==> config.mk <==
export PLATFORM = sky130hd
export DESIGN_NAME = iwp_top
export DESIGN_NICKNAME = d
export VERILOG_FILES = /design/src/iwp_pkg.sv /design/src/iwp_edge.sv /design/src/iwp_top.sv
export SDC_FILE = /design/constraint.sdc
export NUM_CORES = 1
export LEC_CHECK = 0
export BUFFER_PORTS_ARGS = -buffer_cell sky130_fd_sc_hd__buf_2
export CORE_UTILIZATION = 58
export DETAILED_ROUTE_END_ITERATION = 10
export GPL_ROUTABILITY_DRIVEN = 0
export PLACE_DENSITY_LB_ADDON = 0.15
export SLEW_MARGIN = 10
export SYNTH_ARGS = -nofsm -noshare
export SYNTH_HDL_FRONTEND = slang
export SYNTH_HIERARCHICAL = 1
export SYNTH_SLANG_ARGS = --single-unit
==> constraint.sdc <==
create_clock -name clock -period 1.9 [get_ports clock]
set_input_delay 0.095 -clock clock [delete_from_list [all_inputs] [get_ports clock]]
set_output_delay 0.095 -clock clock [all_outputs]
set_load 0.01 [all_outputs]
==> src/iwp_pkg.sv <==
// Package: constants, register map and types for the interrupt detect and power control block
package iwp_pkg;
	// Register byte addresses
	localparam logic [7:0] IWP_ADDR_PWR   = 8'h87;
	localparam logic [7:0] IWP_ADDR_TIRQ  = 8'h88;
	localparam logic [7:0] IWP_ADDR_IOCTL = 8'hF8;
	localparam logic [7:0] IWP_ADDR_ENA   = 8'hA8;
	localparam logic [7:0] IWP_ADDR_PRI   = 8'hB8;
	// Power control fields
	localparam int IWP_PWR_IDLE = 0;
	localparam int IWP_PWR_SPD  = 1;
	localparam int IWP_PWR_WSEL = 5;
	localparam int IWP_PWR_HPDE = 6;
	// Timer and request control fields
	localparam int IWP_TI_EDGE0 = 0;
	localparam int IWP_TI_FLAG0 = 1;
	localparam int IWP_TI_EDGE1 = 2;
	localparam int IWP_TI_FLAG1 = 3;
	// I/O control fields
	localparam int IWP_IO_FLOAT = 0;
	// Enable register fields
	localparam int IWP_EN_X0  = 0;
	localparam int IWP_EN_X1  = 2;
	localparam int IWP_EN_ALL = 7;
	// Reset values
	localparam logic [7:0] IWP_RST_BYTE = 8'h00;
	// Machine cycle: six states of two oscillator periods each
	localparam logic [3:0] IWP_PHASES = 4'hC;
	localparam logic [3:0] IWP_PH_S3  = 4'h4;
	localparam logic [3:0] IWP_PH_S4  = 4'h6;
	localparam logic [3:0] IWP_PH_S5  = 4'h8;
	localparam logic [3:0] IWP_PH_S6  = 4'hA;
	localparam logic [3:0] IWP_PH_END = 4'hB;
	// Oscillator period in ns, and clocks per oscillator period
	localparam int IWP_CLK_NS = 4;
	localparam int IWP_OSC_NS = 8;
	localparam int IWP_OSC_DIV = (IWP_OSC_NS + IWP_CLK_NS - 1) / IWP_CLK_NS;
	localparam logic [3:0] IWP_OSC_MAX = 4'(IWP_OSC_DIV - 1);
	// Power mode states, Gray coded
	typedef enum logic [1:0] {
		IWP_RUN  = 2'h0,
		IWP_IDLE = 2'h1,
		IWP_DOWN = 2'h3
	} iwp_mode_t;
endpackage : iwp_pkg

==> src/iwp_edge.sv <==
// Edge detector for one external request pin: two latches, differentiator, set-reset flop
`timescale 1ns/1ns
`default_nettype none
module iwp_edge
	import iwp_pkg::*;
(
	// Clock and reset
	input  wire logic clock,
	input  wire logic rst_n,
	input  wire logic ce,
	// Timing strobes
	input  wire logic st_s5,
	input  wire logic st_s3,
	input  wire logic st_s4,
	// Pin level, already synchronised
	input  wire logic pin_s,
	// Set pulse toward the request flag
	output logic      set_p
);
	typedef struct packed {
		logic l1;   // First stage: low seen at S5
		logic l2;   // Second stage copy
		logic arm;  // Re-armed once a high was latched
		logic rs;   // Set-reset flop
		logic set;  // Set pulse at S3
	} iwp_edge_t;
	iwp_edge_t s_r, s_nxt;

	assign set_p = s_r.set;

	// Next state
	always_comb begin
		s_nxt = s_r;
		s_nxt.set = 1'b0;
		if (st_s5) begin
			s_nxt.l1 = ~pin_s;
			if (pin_s) begin
				s_nxt.arm = 1'b1;
			end
		end
		if (st_s3) begin
			s_nxt.l2 = s_r.l1;
			if (s_r.l1 && !s_r.l2 && s_r.arm) begin
				s_nxt.rs = 1'b1;
				s_nxt.arm = 1'b0;
			end
		end
		// flag at S3, clear at S4
		if (st_s3 && (s_r.rs || (s_r.l1 && !s_r.l2 && s_r.arm))) begin
			s_nxt.set = 1'b1;
		end
		if (st_s4) begin
			s_nxt.rs = 1'b0;
		end
	end

	// State register
	always_ff @(posedge clock) begin
		if (!rst_n) begin
			s_r <= '{l1: 1'b0, l2: 1'b0, arm: 1'b1, rs: 1'b0, set: 1'b0};
		end else if (ce) begin
			s_r <= s_nxt;
		end
	end

	chk_edge_rearm: assert property (@(posedge clock) disable iff (!rst_n)
		(ce && s_r.set) |-> !s_r.arm)
		else $error("edge flag set while still armed");
endmodule : iwp_edge
`default_nettype wire

==> src/iwp_top.sv <==
// Top: request detection, dispatch timing and power modes
`timescale 1ns/1ns
`default_nettype none
////////////////////////////////////////////////////////////////////////
// Overview of operation
// - Edge select bits pick falling-edge detection
// - Edge mode samples pin low at S5
// - Second latch differentiates, sets RS flop
// - Flag set at S3, flop cleared S4
// - Ignore edges until high is sampled
// - Ordinary instruction: dispatch right after it
// - Enable/priority write delays dispatch one instruction
// - Copying enable/priority out is not manipulation
// - After return, one main instruction first
// - After return plus manipulation, two instructions
// - Registers hold while oscillator stopped
// - Idle bit gates CPU clock, oscillator runs
// - Peripherals and interrupts keep running in idle
// - Soft power-down stops oscillator and CPU
// - Armed power-fail falling edge in run mode stops everything
// - Float bit tri-states ports in power-down
// - Exit by reset, interrupt, or source event
// - Wake select zero needs enabled request
// - Wake select one wakes on any flag
// - Level mode sets S3, clears S6
module iwp_top
	import iwp_pkg::*;
(
	// Clock, reset, enable
	input  wire logic       clock,
	input  wire logic       rst_n,
	input  wire logic       ce,
	// Register port
	input  wire logic [7:0] reg_addr,
	input  wire logic [7:0] reg_wdata,
	input  wire logic       reg_wr,
	input  wire logic       reg_rd,
	output logic      [7:0] reg_rdata,
	// External pins
	input  wire logic       ext_req0_pin,
	input  wire logic       ext_req1_pin,
	input  wire logic       power_fail_detect_pin,
	// Core instruction status
	input  wire logic       instr_done,
	input  wire logic       instr_manip,
	input  wire logic       instr_copy_only,
	input  wire logic       instr_return_from_irq,
	input  wire logic       irq_ack,
	// Core and clock control outputs
	output logic            irq_call,
	output logic      [1:0] irq_src,
	output logic            cpu_clk_en,
	output logic            osc_en,
	output logic            periph_run,
	output logic            port_oe_n,
	output logic            wake_resume
);
	////////////////////////////////////////////////////////////////////
	// State
	typedef struct packed {
		logic [1:0] r0, r1, rp;   // Synchronisers
		logic       hp_last;      // Power-fail previous level
		logic [3:0] osc;          // Oscillator period divider
		logic [3:0] ph;           // Machine cycle phase
		logic [7:0] pwr;          // Power control
		logic [7:0] tirq;         // Timer and request control
		logic [7:0] ioc;          // I/O control
		logic [7:0] ena;          // Enable shadow
		logic [7:0] pri;          // Priority shadow
		logic [1:0] hold;         // Instructions to wait before dispatch
		logic       call;         // Dispatch request
		logic [1:0] src;          // Source number
		iwp_mode_t  mode;         // Power mode
		logic       floatp;       // Ports floated
		logic       wake;         // Resume pulse
		logic [7:0] rdata;        // Read data
	} iwp_state_t;
	iwp_state_t s_r, s_nxt;

	// Decode the phase strobe for one state boundary
	function automatic logic at_ph(input logic [3:0] ph, input logic [3:0] osc, input logic [3:0] want);
		at_ph = (ph == want) && (osc == IWP_OSC_MAX);
	endfunction

	////////////////////////////////////////////////////////////////////
	// Timing strobes and edge detectors
	logic st_s3, st_s4, st_s5, st_s6;
	logic osc_tick;                 // One oscillator period
	logic osc_on;                   // Oscillator running, strobes may fire
	logic set0_p, set1_p;           // Edge detector outputs
	logic pin0_s, pin1_s, hp_s;     // Synchronised pins
	logic pend0, pend1;             // Flags that can be served
	logic wake_en, wake_any;        // Wake causes
	logic rdv;                      // Read data choice

	assign osc_tick = (s_r.osc == IWP_OSC_MAX);
	// A frozen divider must not hold a strobe high through power-down
	assign osc_on = (s_r.mode != IWP_DOWN);
	assign st_s3 = at_ph(s_r.ph, s_r.osc, IWP_PH_S3) && osc_on;
	assign st_s4 = at_ph(s_r.ph, s_r.osc, IWP_PH_S4) && osc_on;
	assign st_s5 = at_ph(s_r.ph, s_r.osc, IWP_PH_S5) && osc_on;
	assign st_s6 = at_ph(s_r.ph, s_r.osc, IWP_PH_S6) && osc_on;
	assign pin0_s = s_r.r0[1];
	assign pin1_s = s_r.r1[1];
	assign hp_s   = s_r.rp[1];
	assign rdv    = 1'b0;

	// the source keeps each level twelve periods; one sample each cycle suffices
	// Request 0 edge detector
	iwp_edge u_edge0 (
		.clock (clock),
		.rst_n (rst_n),
		.ce    (ce),
		.st_s5 (st_s5),
		.st_s3 (st_s3),
		.st_s4 (st_s4),
		.pin_s (pin0_s),
		.set_p (set0_p)
	);
	// Request 1 edge detector
	iwp_edge u_edge1 (
		.clock (clock),
		.rst_n (rst_n),
		.ce    (ce),
		.st_s5 (st_s5),
		.st_s3 (st_s3),
		.st_s4 (st_s4),
		.pin_s (pin1_s),
		.set_p (set1_p)
	);

	// Servable requests: flag, own enable, global enable
	assign pend0 = s_r.tirq[IWP_TI_FLAG0] && s_r.ena[IWP_EN_X0] && s_r.ena[IWP_EN_ALL];
	assign pend1 = s_r.tirq[IWP_TI_FLAG1] && s_r.ena[IWP_EN_X1] && s_r.ena[IWP_EN_ALL];
	assign wake_en  = pend0 || pend1;
	assign wake_any = s_r.tirq[IWP_TI_FLAG0] || s_r.tirq[IWP_TI_FLAG1];

	////////////////////////////////////////////////////////////////////
	// Next state
	always_comb begin
		s_nxt = s_r;
		s_nxt.wake = 1'b0;
		s_nxt.rdata = IWP_RST_BYTE;
		// Synchronisers
		s_nxt.r0 = {s_r.r0[0], ext_req0_pin};
		s_nxt.r1 = {s_r.r1[0], ext_req1_pin};
		s_nxt.rp = {s_r.rp[0], power_fail_detect_pin};
		s_nxt.hp_last = hp_s;
		// timing stops with the oscillator, registers hold
		if (s_r.mode != IWP_DOWN) begin
			s_nxt.osc = osc_tick ? 4'h0 : s_r.osc + 4'h1;
			if (osc_tick) begin
				s_nxt.ph = (s_r.ph == IWP_PH_END) ? 4'h0 : s_r.ph + 4'h1;
			end
		end
		// Register write; flags set by hardware below win
		if (reg_wr) begin
			case (reg_addr)
				IWP_ADDR_PWR:   s_nxt.pwr  = reg_wdata;
				IWP_ADDR_TIRQ:  s_nxt.tirq = reg_wdata;
				IWP_ADDR_IOCTL: s_nxt.ioc  = reg_wdata;
				IWP_ADDR_ENA:   s_nxt.ena  = reg_wdata;
				IWP_ADDR_PRI:   s_nxt.pri  = reg_wdata;
				default:        s_nxt.rdata = IWP_RST_BYTE;
			endcase
		end
		// Register read, data valid next cycle
		if (reg_rd) begin
			case (reg_addr)
				IWP_ADDR_PWR:   s_nxt.rdata = s_r.pwr;
				IWP_ADDR_TIRQ:  s_nxt.rdata = s_r.tirq;
				IWP_ADDR_IOCTL: s_nxt.rdata = s_r.ioc;
				IWP_ADDR_ENA:   s_nxt.rdata = s_r.ena;
				IWP_ADDR_PRI:   s_nxt.rdata = s_r.pri;
				default:        s_nxt.rdata = {7'h00, rdv};
			endcase
		end
		// level mode clears at S6 each cycle
		if (st_s6) begin
			if (!s_r.tirq[IWP_TI_EDGE0]) s_nxt.tirq[IWP_TI_FLAG0] = 1'b0;
			if (!s_r.tirq[IWP_TI_EDGE1]) s_nxt.tirq[IWP_TI_FLAG1] = 1'b0;
		end
		// level mode sets at S3 from low
		if (st_s3) begin
			if (!s_r.tirq[IWP_TI_EDGE0] && !pin0_s) s_nxt.tirq[IWP_TI_FLAG0] = 1'b1;
			if (!s_r.tirq[IWP_TI_EDGE1] && !pin1_s) s_nxt.tirq[IWP_TI_FLAG1] = 1'b1;
		end
		// edge select routes the detector output
		if (s_r.tirq[IWP_TI_EDGE0] && set0_p) s_nxt.tirq[IWP_TI_FLAG0] = 1'b1;
		if (s_r.tirq[IWP_TI_EDGE1] && set1_p) s_nxt.tirq[IWP_TI_FLAG1] = 1'b1;
		// Dispatch timing at instruction boundaries
		if (irq_ack) begin
			s_nxt.call = 1'b0;
		end else if (instr_done && s_r.mode == IWP_RUN) begin
			if (instr_return_from_irq) begin
				s_nxt.hold = 2'h1;
				s_nxt.call = 1'b0;
			end else if (instr_manip && !instr_copy_only) begin
				s_nxt.hold = 2'h1;
				s_nxt.call = 1'b0;
			end else begin
				// The one skipped boundary has passed; this one may call
				if (s_r.hold != 2'h0) begin
					s_nxt.hold = s_r.hold - 2'h1;
				end
				s_nxt.call = pend0 || pend1;
				s_nxt.src  = pend0 ? 2'h0 : 2'h1;
			end
		end
		// Power mode machine
		case (s_r.mode)
			IWP_RUN: begin
				// float ports if armed before entry
				if (s_r.pwr[IWP_PWR_SPD]) begin
					s_nxt.mode = IWP_DOWN;
					s_nxt.floatp = s_r.ioc[IWP_IO_FLOAT];
				end else if (s_r.pwr[IWP_PWR_HPDE] && s_r.hp_last && !hp_s) begin
					s_nxt.mode = IWP_DOWN;
					s_nxt.floatp = s_r.ioc[IWP_IO_FLOAT];
				// idle bit stops the CPU clock
				end else if (s_r.pwr[IWP_PWR_IDLE]) begin
					s_nxt.mode = IWP_IDLE;
				end
			end
			IWP_IDLE, IWP_DOWN: begin
				// wake by interrupt or source event
				// wake select one wakes on any flag
				if (wake_en || (s_r.pwr[IWP_PWR_WSEL] && wake_any)) begin
					s_nxt.mode = IWP_RUN;
					s_nxt.floatp = 1'b0;
					s_nxt.wake = !wake_en;
					// clear the mode bits on wake
					s_nxt.pwr[IWP_PWR_IDLE] = 1'b0;
					s_nxt.pwr[IWP_PWR_SPD]  = 1'b0;
				end
			end
			default: begin
				s_nxt.mode = IWP_RUN;
			end
		endcase
	end

	////////////////////////////////////////////////////////////////////
	// State register; reset restarts everything
	always_ff @(posedge clock) begin
		if (!rst_n) begin
			s_r <= '0;
		end else if (ce) begin
			s_r <= s_nxt;
		end
	end

	// Outputs, all from flops
	assign reg_rdata   = s_r.rdata;
	assign irq_call    = s_r.call;
	assign irq_src     = s_r.src;
	assign cpu_clk_en  = (s_r.mode == IWP_RUN);
	assign osc_en      = (s_r.mode != IWP_DOWN);
	assign periph_run  = (s_r.mode != IWP_DOWN);
	assign port_oe_n   = s_r.floatp;
	assign wake_resume = s_r.wake;

	////////////////////////////////////////////////////////////////////
	// Checks
	chk_level_clear: assert property (@(posedge clock) disable iff (!rst_n)
		(ce && st_s6 && !s_r.tirq[IWP_TI_EDGE0] && !st_s3 && !set0_p) |=> !s_r.tirq[IWP_TI_FLAG0])
		else $error("level flag not cleared at S6");
	chk_down_stop: assert property (@(posedge clock) disable iff (!rst_n)
		(s_r.mode == IWP_DOWN) |-> (!osc_en && !cpu_clk_en))
		else $error("oscillator running in power-down");
	chk_idle_osc: assert property (@(posedge clock) disable iff (!rst_n)
		(s_r.mode == IWP_IDLE) |-> (osc_en && !cpu_clk_en))
		else $error("idle clocks wrong");
	chk_wake_clear: assert property (@(posedge clock) disable iff (!rst_n)
		(ce && s_r.mode != IWP_RUN && s_nxt.mode == IWP_RUN) |=> !s_r.pwr[IWP_PWR_SPD])
		else $error("mode bit kept after wake");
	chk_wake_mask: assert property (@(posedge clock) disable iff (!rst_n)
		(ce && s_r.mode == IWP_IDLE && !s_r.pwr[IWP_PWR_WSEL] && !wake_en) |=> (s_r.mode == IWP_IDLE))
		else $error("idle left without enabled request");
	chk_return_from_irq_hold: assert property (@(posedge clock) disable iff (!rst_n)
		(ce && instr_done && instr_return_from_irq && !irq_ack && s_r.mode == IWP_RUN) |=> !irq_call)
		else $error("dispatch right after return");
	chk_manip_hold: assert property (@(posedge clock) disable iff (!rst_n)
		(ce && instr_done && instr_manip && !instr_copy_only && !irq_ack && s_r.mode == IWP_RUN)
		|=> (s_r.hold == 2'h1))
		else $error("manipulation did not delay dispatch");
	chk_float_port: assert property (@(posedge clock) disable iff (!rst_n)
		port_oe_n |-> (s_r.mode == IWP_DOWN))
		else $error("ports floated outside power-down");
endmodule : iwp_top
`default_nettype wire

==> results.sh, run 1 <==
export IMPL_routed_wl_microns=8390
export IMPL_grt_total_usage=0.262
export IMPL_vias_per_cell=5.98
export IMPL_ys_async_sr_fraction=0
export IMPL_fmaxAchievable_mhz=605
export IMPL_initial_core_util=0.611
export IMPL_crit_type="reg -> reg"
export IMPL_synth_top_family_by_area="simple AND/OR/NAND/NOR gates"
export IMPL_synth_nets=421
export IMPL_arrival_ps=1880
export IMPL_post_route_min_period_ps=1650
export IMPL_grt_pass1_wl_microns=13000
export IMPL_synth_simple_gate_area_frac=0.184
export IMPL_crit_fanout=6
export IMPL_antenna_found_initial=0
export IMPL_p_per_area_nw_per_um2=803
export IMPL_cts_max_path_buffers=2
export IMPL_areaGrowthSynthToFinish_pct=16.0
export IMPL_diodes=0
export IMPL_max_stage_delay_ps=410
export IMPL_synth_area_mux_share=0.153
export IMPL_synthTopCellsByArea="dfxtp_1, mux2i_1, nor2_1"
export IMPL_synth_compound_area_share=0.156
export IMPL_synth_most_common_cell="dfxtp_1"
export IMPL_end_kind="flop"
export IMPL_max_cap_violations=0
export IMPL_die_x_microns=81.4
export IMPL_clockRootBuffer="clkbuf_8"
export IMPL_synthXorXnorAreaFrac=0.00718
export IMPL_fin_cells=511
export IMPL_drc_errors=0
export IMPL_synth_adder_area_share=0.0103
export IMPL_core_area_sq_um=5990
export IMPL_fillers=452
export IMPL_wire_per_inst_microns=16.4
export IMPL_io_pins=45
export IMPL_design_die_area_sq_um=6630
export IMPL_rrSetupSlack_ps=250
export IMPL_path_clk_slew_ps=80
export IMPL_synth_distinct_cells=55
export IMPL_hp_class="in -> reg"
export IMPL_drtIter0Drc=195
export IMPL_syn_area_per_cell_sq_um=9.41
export IMPL_nets=463
export IMPL_cts_tree="yes"
export IMPL_setup_violations_final=0
export IMPL_dp_cells=492
export IMPL_hold_ws_ps=47.4
export IMPL_yosysTopAreaCellShare=0.432
export IMPL_placementRows=28
export IMPL_yosys_register_bits=79
export IMPL_start_kind="flop"
export IMPL_status="finished clean"
export IMPL_vdd_drop_max_mv=0.501
export IMPL_synth_edf_count=0
export IMPL_grt_start_max_net_pins=33
export IMPL_portBuffers=43
export IMPL_ant_nets=0
export IMPL_clock_sinks=79
export IMPL_worst_pin_slew_ps=515
export IMPL_dr_pass1_iters=5
export IMPL_syn_area_sq_um=3660
export IMPL_ys_flop_type="dfxtp_1"
export IMPL_syn_inst=389
export IMPL_critPathSlowestCell="dfxtp_1"
export IMPL_post_cts_resize_count=0
export IMPL_grt_pass1_vias=2655
export IMPL_cp_required_ps=2130
export IMPL_die_y_microns=81.4
export IMPL_rsz0062_at_grt="false"
export IMPL_leakage_nw=1.72
export IMPL_synthTopCellsByCount="dfxtp_1, nor2_1, mux2i_1"
export IMPL_fin_crit_sh=0.870
export IMPL_slew_violations=0
export IMPL_cts_buffers=9
export IMPL_drive_above_1_share=0.200
export IMPL_total_power_w=0.00341
export IMPL_fin_skew_ps=8.11
export IMPL_crit_buf_inv=2
export IMPL_clock_latency_ps=350
export IMPL_cp_cell_sequence="nor4b_2 -> buf_4 -> nand4_1 -> inv_1 -> nand2_2 -> nor2b_1 -> o21ai_1"
export IMPL_max_slew_margin_rel=0.652
export IMPL_hpwl_microns=5830
export IMPL_yosysWarnings=6
export IMPL_htree_levels=3
export IMPL_overflow=0
export IMPL_yosysTopAreaCell="dfxtp_1"
export IMPL_vias=3056
export IMPL_final_hold_violation_count=0
export IMPL_synth_seq_area_share=0.432
export IMPL_path_delay_family="simple AND/OR/NAND/NOR gates"
==> tightest hold or removal path: stages <==
cell	delay, ps
buf_2	120
mux2i_1	70
nor2_1	70
==> final timing paths <==
kind | from | depth (start not counted) | to
setup reg to reg | s_r[61] | 7 | u_edge1/s_r[2]
hold reg to reg | u_edge1/s_r[3] | 2 | u_edge1/s_r[3]
hold / removal | reg_wdata[4] | 3 | s_r[45]
setup / recovery | s_r[61] | 7 | u_edge1/s_r[2]
==> per-stage QoR <==
step	util	cell area, sq um	TNS (ps)	setup slack [ps]
5_1_grt	0.709	4250	0	53.5
3_3_place_gp	0.663	3970	0	60.7
3_5_place_dp	0.663	3970	-8.42	-8.42
2_1_floorplan	-	3660	0	149
4_1_cts	0.709	4250	0	243
6_report	0.709	4250	0	247
==> sequential cells by signal, indices dropped and copies added, names as in the netlist <==
signal	flops
u_edge0/s_r	4
u_edge0/set_p	1
wake_resume	1
irq_src	1
reg_rdata	8
pin1_s	1
irq_call	1
port_oe_n	1
hp_s	1
u_edge1/s_r	4
pin0_s	1
u_edge1/set_p	1
s_r	51
s_nxt	3
==> metal layers <==
| layer | global-route usage | wire, microns |
|---|---|---|
| met1 | 0.358 | 3900 |
| met2 | 0.408 | 3830 |
| met3 | 0.0456 | 519 |
| met4 | 0.105 | 137 |
| met5 | 0 | 0 |
==> kinds of logic (layout without fill, tap and decap cells) <==
group | after synthesis | after routing
compound gates | 79 | 79
buf+inv | 43 | 90
simple gates | 125 | 125
fa+ha+maj | 3 | 3
flops | 79 | 79
xor+xnor | 3 | 3
other cells | 1 | 1
mux | 56 | 56
==> timing repair <==
action                    in CTS  in global routing
buffers inserted               0                  0
hold endpoints to repair       3                  0
hold buffers                   3                  0
==> final cells by class <==
cell class,instances,area (sq um),share of cell area
Multi-Input combinational cell,267,1880,0.442
Inverter,12,45.0,0.0106
Tap cell,75,93.8,0.0221
Timing Repair Buffer,62,403,0.0949
Clock buffer,10,138,0.0324
Clock inverter,6,108,0.0253
Sequential cell,79,1580,0.373
==> where the power goes <==
| group | total [W] | switching (W) | internal [W] |
|---|---|---|---|
| Clock | 0.00151 | 0.000604 | 0.000904 |
| Sequential | 0.00168 | 0.0000142 | 0.00167 |
| Combinational | 0.000220 | 0.000133 | 0.0000871 |
| Total | 0.00341 | 0.000751 | 0.00266 |
==> layout by cell type (no fill, tap or decap), types with 3 or more instances in the layout <==
master / count
inv_1: 10
clkbuf_8: 10
and3b_1: 3
and4_1: 3
nor2b_1: 4
nand2_1: 20
nor2_1: 59
o21ai_1: 5
buf_4: 13
a32o_1: 8
a31oi_1: 5
buf_12: 3
a22oi_1: 8
dfxtp_1: 79
o22ai_1: 10
buf_2: 43
nor4_4: 3
ha_1: 3
bufinv_16: 3
o21ai_0: 4
a2bb2oi_1: 8
mux2i_1: 56
nand3_1: 5
dlygate4sd3_1: 3
nand4_1: 6
a21oi_1: 13
(Power assumes the default switching activity.)
==> inputs of run 2 (changes only) <==
Settings changed: HOLD_SLACK_MARGIN set to 0.15.
==> results.sh, run 2 (synthesis results as in run 1) <==
export IMPL_status="finished clean"
export IMPL_drive_above_1_share=0.195
export IMPL_crit_type="in -> reg"
export IMPL_nets=474
export IMPL_portBuffers=43
export IMPL_post_route_min_period_ps=1690
export IMPL_drtIter0Drc=227
export IMPL_cp_required_ps=2120
export IMPL_clockRootBuffer="clkbuf_8"
export IMPL_grt_pass1_wl_microns=13100
export IMPL_routed_wl_microns=8470
export IMPL_hp_class="in -> reg"
export IMPL_layout_common_cells="dfxtp_1, nor2_1, mux2i_1, buf_2, nand2_1"
export IMPL_antenna_found_initial=0
export IMPL_fin_util=0.727
export IMPL_design_die_area_sq_um=6630
export IMPL_htree_levels=3
export IMPL_drc_errors=0
export IMPL_vdd_drop_max_mv=0.502
export IMPL_p_per_area_nw_per_um2=788
export IMPL_hold_ws_ps=189
export IMPL_die_y_microns=81.4
export IMPL_core_area_sq_um=5990
export IMPL_final_hold_violation_count=0
export IMPL_areaGrowthSynthToFinish_pct=19.0
export IMPL_crit_fanout=25
export IMPL_grt_start_max_net_pins=33
export IMPL_initial_core_util=0.611
export IMPL_start_kind="input pin"
export IMPL_cts_max_path_buffers=2
export IMPL_max_slew_margin_rel=0.632
export IMPL_slew_violations=0
export IMPL_fin_skew_ps=7.64
export IMPL_grt_pass1_vias=2694
export IMPL_placementRows=28
export IMPL_clock_latency_ps=350
export IMPL_path_clk_slew_ps=70
export IMPL_overflow=0
export IMPL_diodes=0
export IMPL_hpwl_microns=5830
export IMPL_io_pins=45
export IMPL_dr_pass1_iters=5
export IMPL_vias_per_cell=5.86
export IMPL_worst_pin_slew_ps=545
export IMPL_place_ws_ps=-8.42
export IMPL_max_cap_violations=0
export IMPL_setup_violations_final=0
export IMPL_top_register="s_r"
export IMPL_fmaxAchievable_mhz=591
export IMPL_finalSetupTns_ps=0
export IMPL_end_kind="flop"
export IMPL_cts_tree="yes"
export IMPL_leakage_nw=1.76
export IMPL_die_x_microns=81.4
export IMPL_final_common_cell="dfxtp_1"
export IMPL_arrival_ps=1910
export IMPL_fin_crit_sh=0.891
export IMPL_grt_total_usage=0.265
export IMPL_wire_per_inst_microns=16.2
export IMPL_rsz0062_at_grt="false"
export IMPL_layout_setup_ws_ps=207
export IMPL_cts_buffers=9
export IMPL_largest_reg_flops=51
export IMPL_vias=3058
export IMPL_clock_sinks=79
export IMPL_total_power_w=0.00343
export IMPL_ant_nets=0
-- run 2: layout make-up --
class	count	area, sq um
clock buffers	10	138
clock inverters	6	108
fillers	448	1640
inverters	12	45.0
multi-input cells	267	1880
flip-flops and latches	79	1580
well taps	75	93.8
repair buffers	73	513
-- run 2: timing repair --
item,in CTS,in global routing
hold buffers,14,0
setup buffers,0,0
hold endpoints to repair,47,0
gates resized for setup,0,0
-- run 2: metrics by stage --
step / instance area, sq um / instances
finish: 4360 / 522
global route: 4360 / 522
CTS: 4360 / 522
detailed placement: 3970 / 492
global placement: 3970 / 492
floorplan: 3660 / 389
-- run 2: power by group --
part	total, W	switching (W)	internal, W
combinational	0.000238	0.000135	0.000103
clock	0.00151	0.000606	0.000904
sequential	0.00168	0.0000139	0.00167
-- run 2: path summary, 6_finish.rpt --
kind | from | to | slack, ps | depth (start not counted)
worst min-delay path | instr_return_from_irq | irq_src[0] | 190 | 5
worst max register to register | s_r[61] | u_edge1/s_r[2] | 250 | 7
worst min register to register | u_edge1/s_r[3] | u_edge1/s_r[3] | 470 | 2
worst max-delay path | ce | s_r[49] | 210 | 6
-- run 2: worst max-delay path: stages --
cell and delay [ps]:
dlygate4sd3_1 530, buf_2 210, buf_4 310, inv_2 190, o31ai_1 460, nor2_1 100
-- run 2: layer usage --
layer / part of all wire / GRT usage / routed length, microns
met1: 0.48 / 0.360 / 4030
met2: 0.46 / 0.418 / 3940
met3: 0.045 / 0.0456 / 377
met4: 0.014 / 0.105 / 120
met5: 0 / 0 / 0
==> inputs of run 3 (changes only) <==
Settings changed: CAP_MARGIN set to 15, REMOVE_ABC_BUFFERS set to 1.
==> results.sh, run 3 (synthesis results as in run 1) <==
export IMPL_r2r_cells=5
export IMPL_initial_core_util=0.611
export IMPL_fmaxAchievable_mhz=599
export IMPL_routed_wl_microns=8480
export IMPL_postCtsSetupBuffers=0
export IMPL_largest_reg_flops=51
export IMPL_finalSetupTns_ps=0
export IMPL_final_common_cell="dfxtp_1"
export IMPL_worst_pin_slew_ps=569
export IMPL_rrSetupSlack_ps=230
export IMPL_areaGrowthSynthToFinish_pct=19.6
export IMPL_io_pins=45
export IMPL_fin_crit_sh=0.878
export IMPL_overflow=0
export IMPL_vias=3046
export IMPL_hp_class="in -> reg"
export IMPL_crit_fanout=6
export IMPL_critPathSlowestCell="dfxtp_1"
export IMPL_arrival_ps=1920
export IMPL_multi_input_area_sq_um=1880
export IMPL_max_cap_violations=0
export IMPL_wire_per_inst_microns=16.1
export IMPL_seq_area_sq_um=1580
export IMPL_clock_latency_ps=360
export IMPL_portBuffers=43
export IMPL_final_hold_violation_count=0
export IMPL_drc_errors=0
export IMPL_min_path_cells=5
export IMPL_reg2reg_to="s_r[44]"
export IMPL_placementRows=28
export IMPL_crit_type="reg -> reg"
export IMPL_drtIter0Drc=179
export IMPL_r2r_start="s_r[63]"
export IMPL_clock_sinks=79
export IMPL_design_die_area_sq_um=6630
export IMPL_cp_required_ps=2150
export IMPL_grt_pass1_wl_microns=13600
export IMPL_grt_pass1_vias=2886
export IMPL_antenna_found_initial=0
export IMPL_final_area_sq_um=4380
export IMPL_cts_tree="yes"
export IMPL_clockRootBuffer="clkbuf_8"
export IMPL_setup_violations_final=0
export IMPL_core_area_sq_um=5990
export IMPL_layout_common_cells="dfxtp_1, nor2_1, mux2i_1, buf_2, buf_4"
export IMPL_leakage_nw=1.79
export IMPL_cts_max_path_buffers=2
export IMPL_fin_util=0.730
export IMPL_start_kind="flop"
export IMPL_end_kind="flop"
export IMPL_die_x_microns=81.4
export IMPL_cp_cell_sequence="nor4b_2 -> buf_4 -> nand4_1 -> o311a_1 -> a221oi_1"
export IMPL_max_slew_margin_rel=0.620
export IMPL_cts_buffers=9
export IMPL_grt_total_usage=0.279
export IMPL_place_area_sq_um=3990
export IMPL_p_per_area_nw_per_um2=790
export IMPL_grt_start_max_net_pins=31
export IMPL_hpwl_microns=5870
export IMPL_slew_violations=0
export IMPL_worstHoldStart="irq_ack"
export IMPL_vdd_drop_max_mv=0.689
export IMPL_top_register="s_r"
export IMPL_path_clk_slew_ps=80
export IMPL_dr_pass1_iters=4
export IMPL_fin_skew_ps=7.54
export IMPL_rsz0062_at_grt="false"
export IMPL_status="finished clean"
export IMPL_diodes=0
export IMPL_htree_levels=3
export IMPL_vias_per_cell=5.77
export IMPL_hold_path_endpoint="irq_src[0]"
export IMPL_fillers=443
export IMPL_max_stage_delay_ps=360
export IMPL_ant_nets=0
export IMPL_die_y_microns=81.4
export IMPL_post_route_min_period_ps=1670
export IMPL_drive_above_1_share=0.205
export IMPL_nets=480
-- run 3: metal layers --
metal	part of all wire	up-vias	global-route usage
li1	-	1513	-
met5	0	-	0
met2	0.46	82	0.430
met3	0.050	17	0.0467
met4	0.022	0	0.150
met1	0.47	1434	0.371
-- run 3: report_power, final --
group          switching, W  internal, W  total, W  leakage (nW)
Clock              0.000623     0.000904   0.00153         0.122
Combinational      0.000139     0.000107  0.000246          1.03
Sequential        0.0000139      0.00167   0.00168         0.638
-- run 3: worst max-delay path, delay by kind of cell (launching register included) --
family | cells | cell delay (ps)
AND/OR/NAND/NOR | 2 | 430
AO/OA/AOI/OAI | 2 | 590
flip-flops | 1 | 360
buffers and inverters | 1 | 180
-- run 3: cell type report --
type / instances / area share
Multi-Input combinational cell: 267 / 0.429
Sequential cell: 79 / 0.361
Timing Repair Buffer: 79 / 0.122
Clock buffer: 10 / 0.0315
Clock inverter: 6 / 0.0246
Tap cell: 75 / 0.0214
Inverter: 12 / 0.0103
-- run 3: worst max path at each step --
| stage | from | endpoint | slack [ps] | cells after the start |
|---|---|---|---|---|
| floorplan | reg_addr[1] | reg_rdata[7] | -60 | 4 |
| global placement | reg_addr[1] | s_r[31] | 60 | 6 |
| detailed placement | reg_addr[1] | s_r[47] | 20 | 5 |
| CTS | s_r[61] | s_r[44] | 210 | 5 |
| global route | s_r[61] | u_edge0/s_r[1] | 60 | 7 |
| finish | s_r[63] | s_r[44] | 230 | 5 |
-- run 3: metrics by stage --
stage          total power, W  hold WS (ps)  setup slack (ps)  cells
3_3_place_gp          0.00194           333              62.6    498
4_1_cts               0.00348           155               211    528
6_report              0.00345           168               232    528
2_1_floorplan         0.00182           175             -64.3    358
3_5_place_dp          0.00194           339              17.3    498
5_1_grt               0.00356           211              59.9    528
-- run 3: what timing repair did --
action	4_1_cts	5_1_grt
endpoints found under the setup margin	0	0
resized for setup	0	0
endpoints found under the hold margin	45	0
hold buffers	14	0
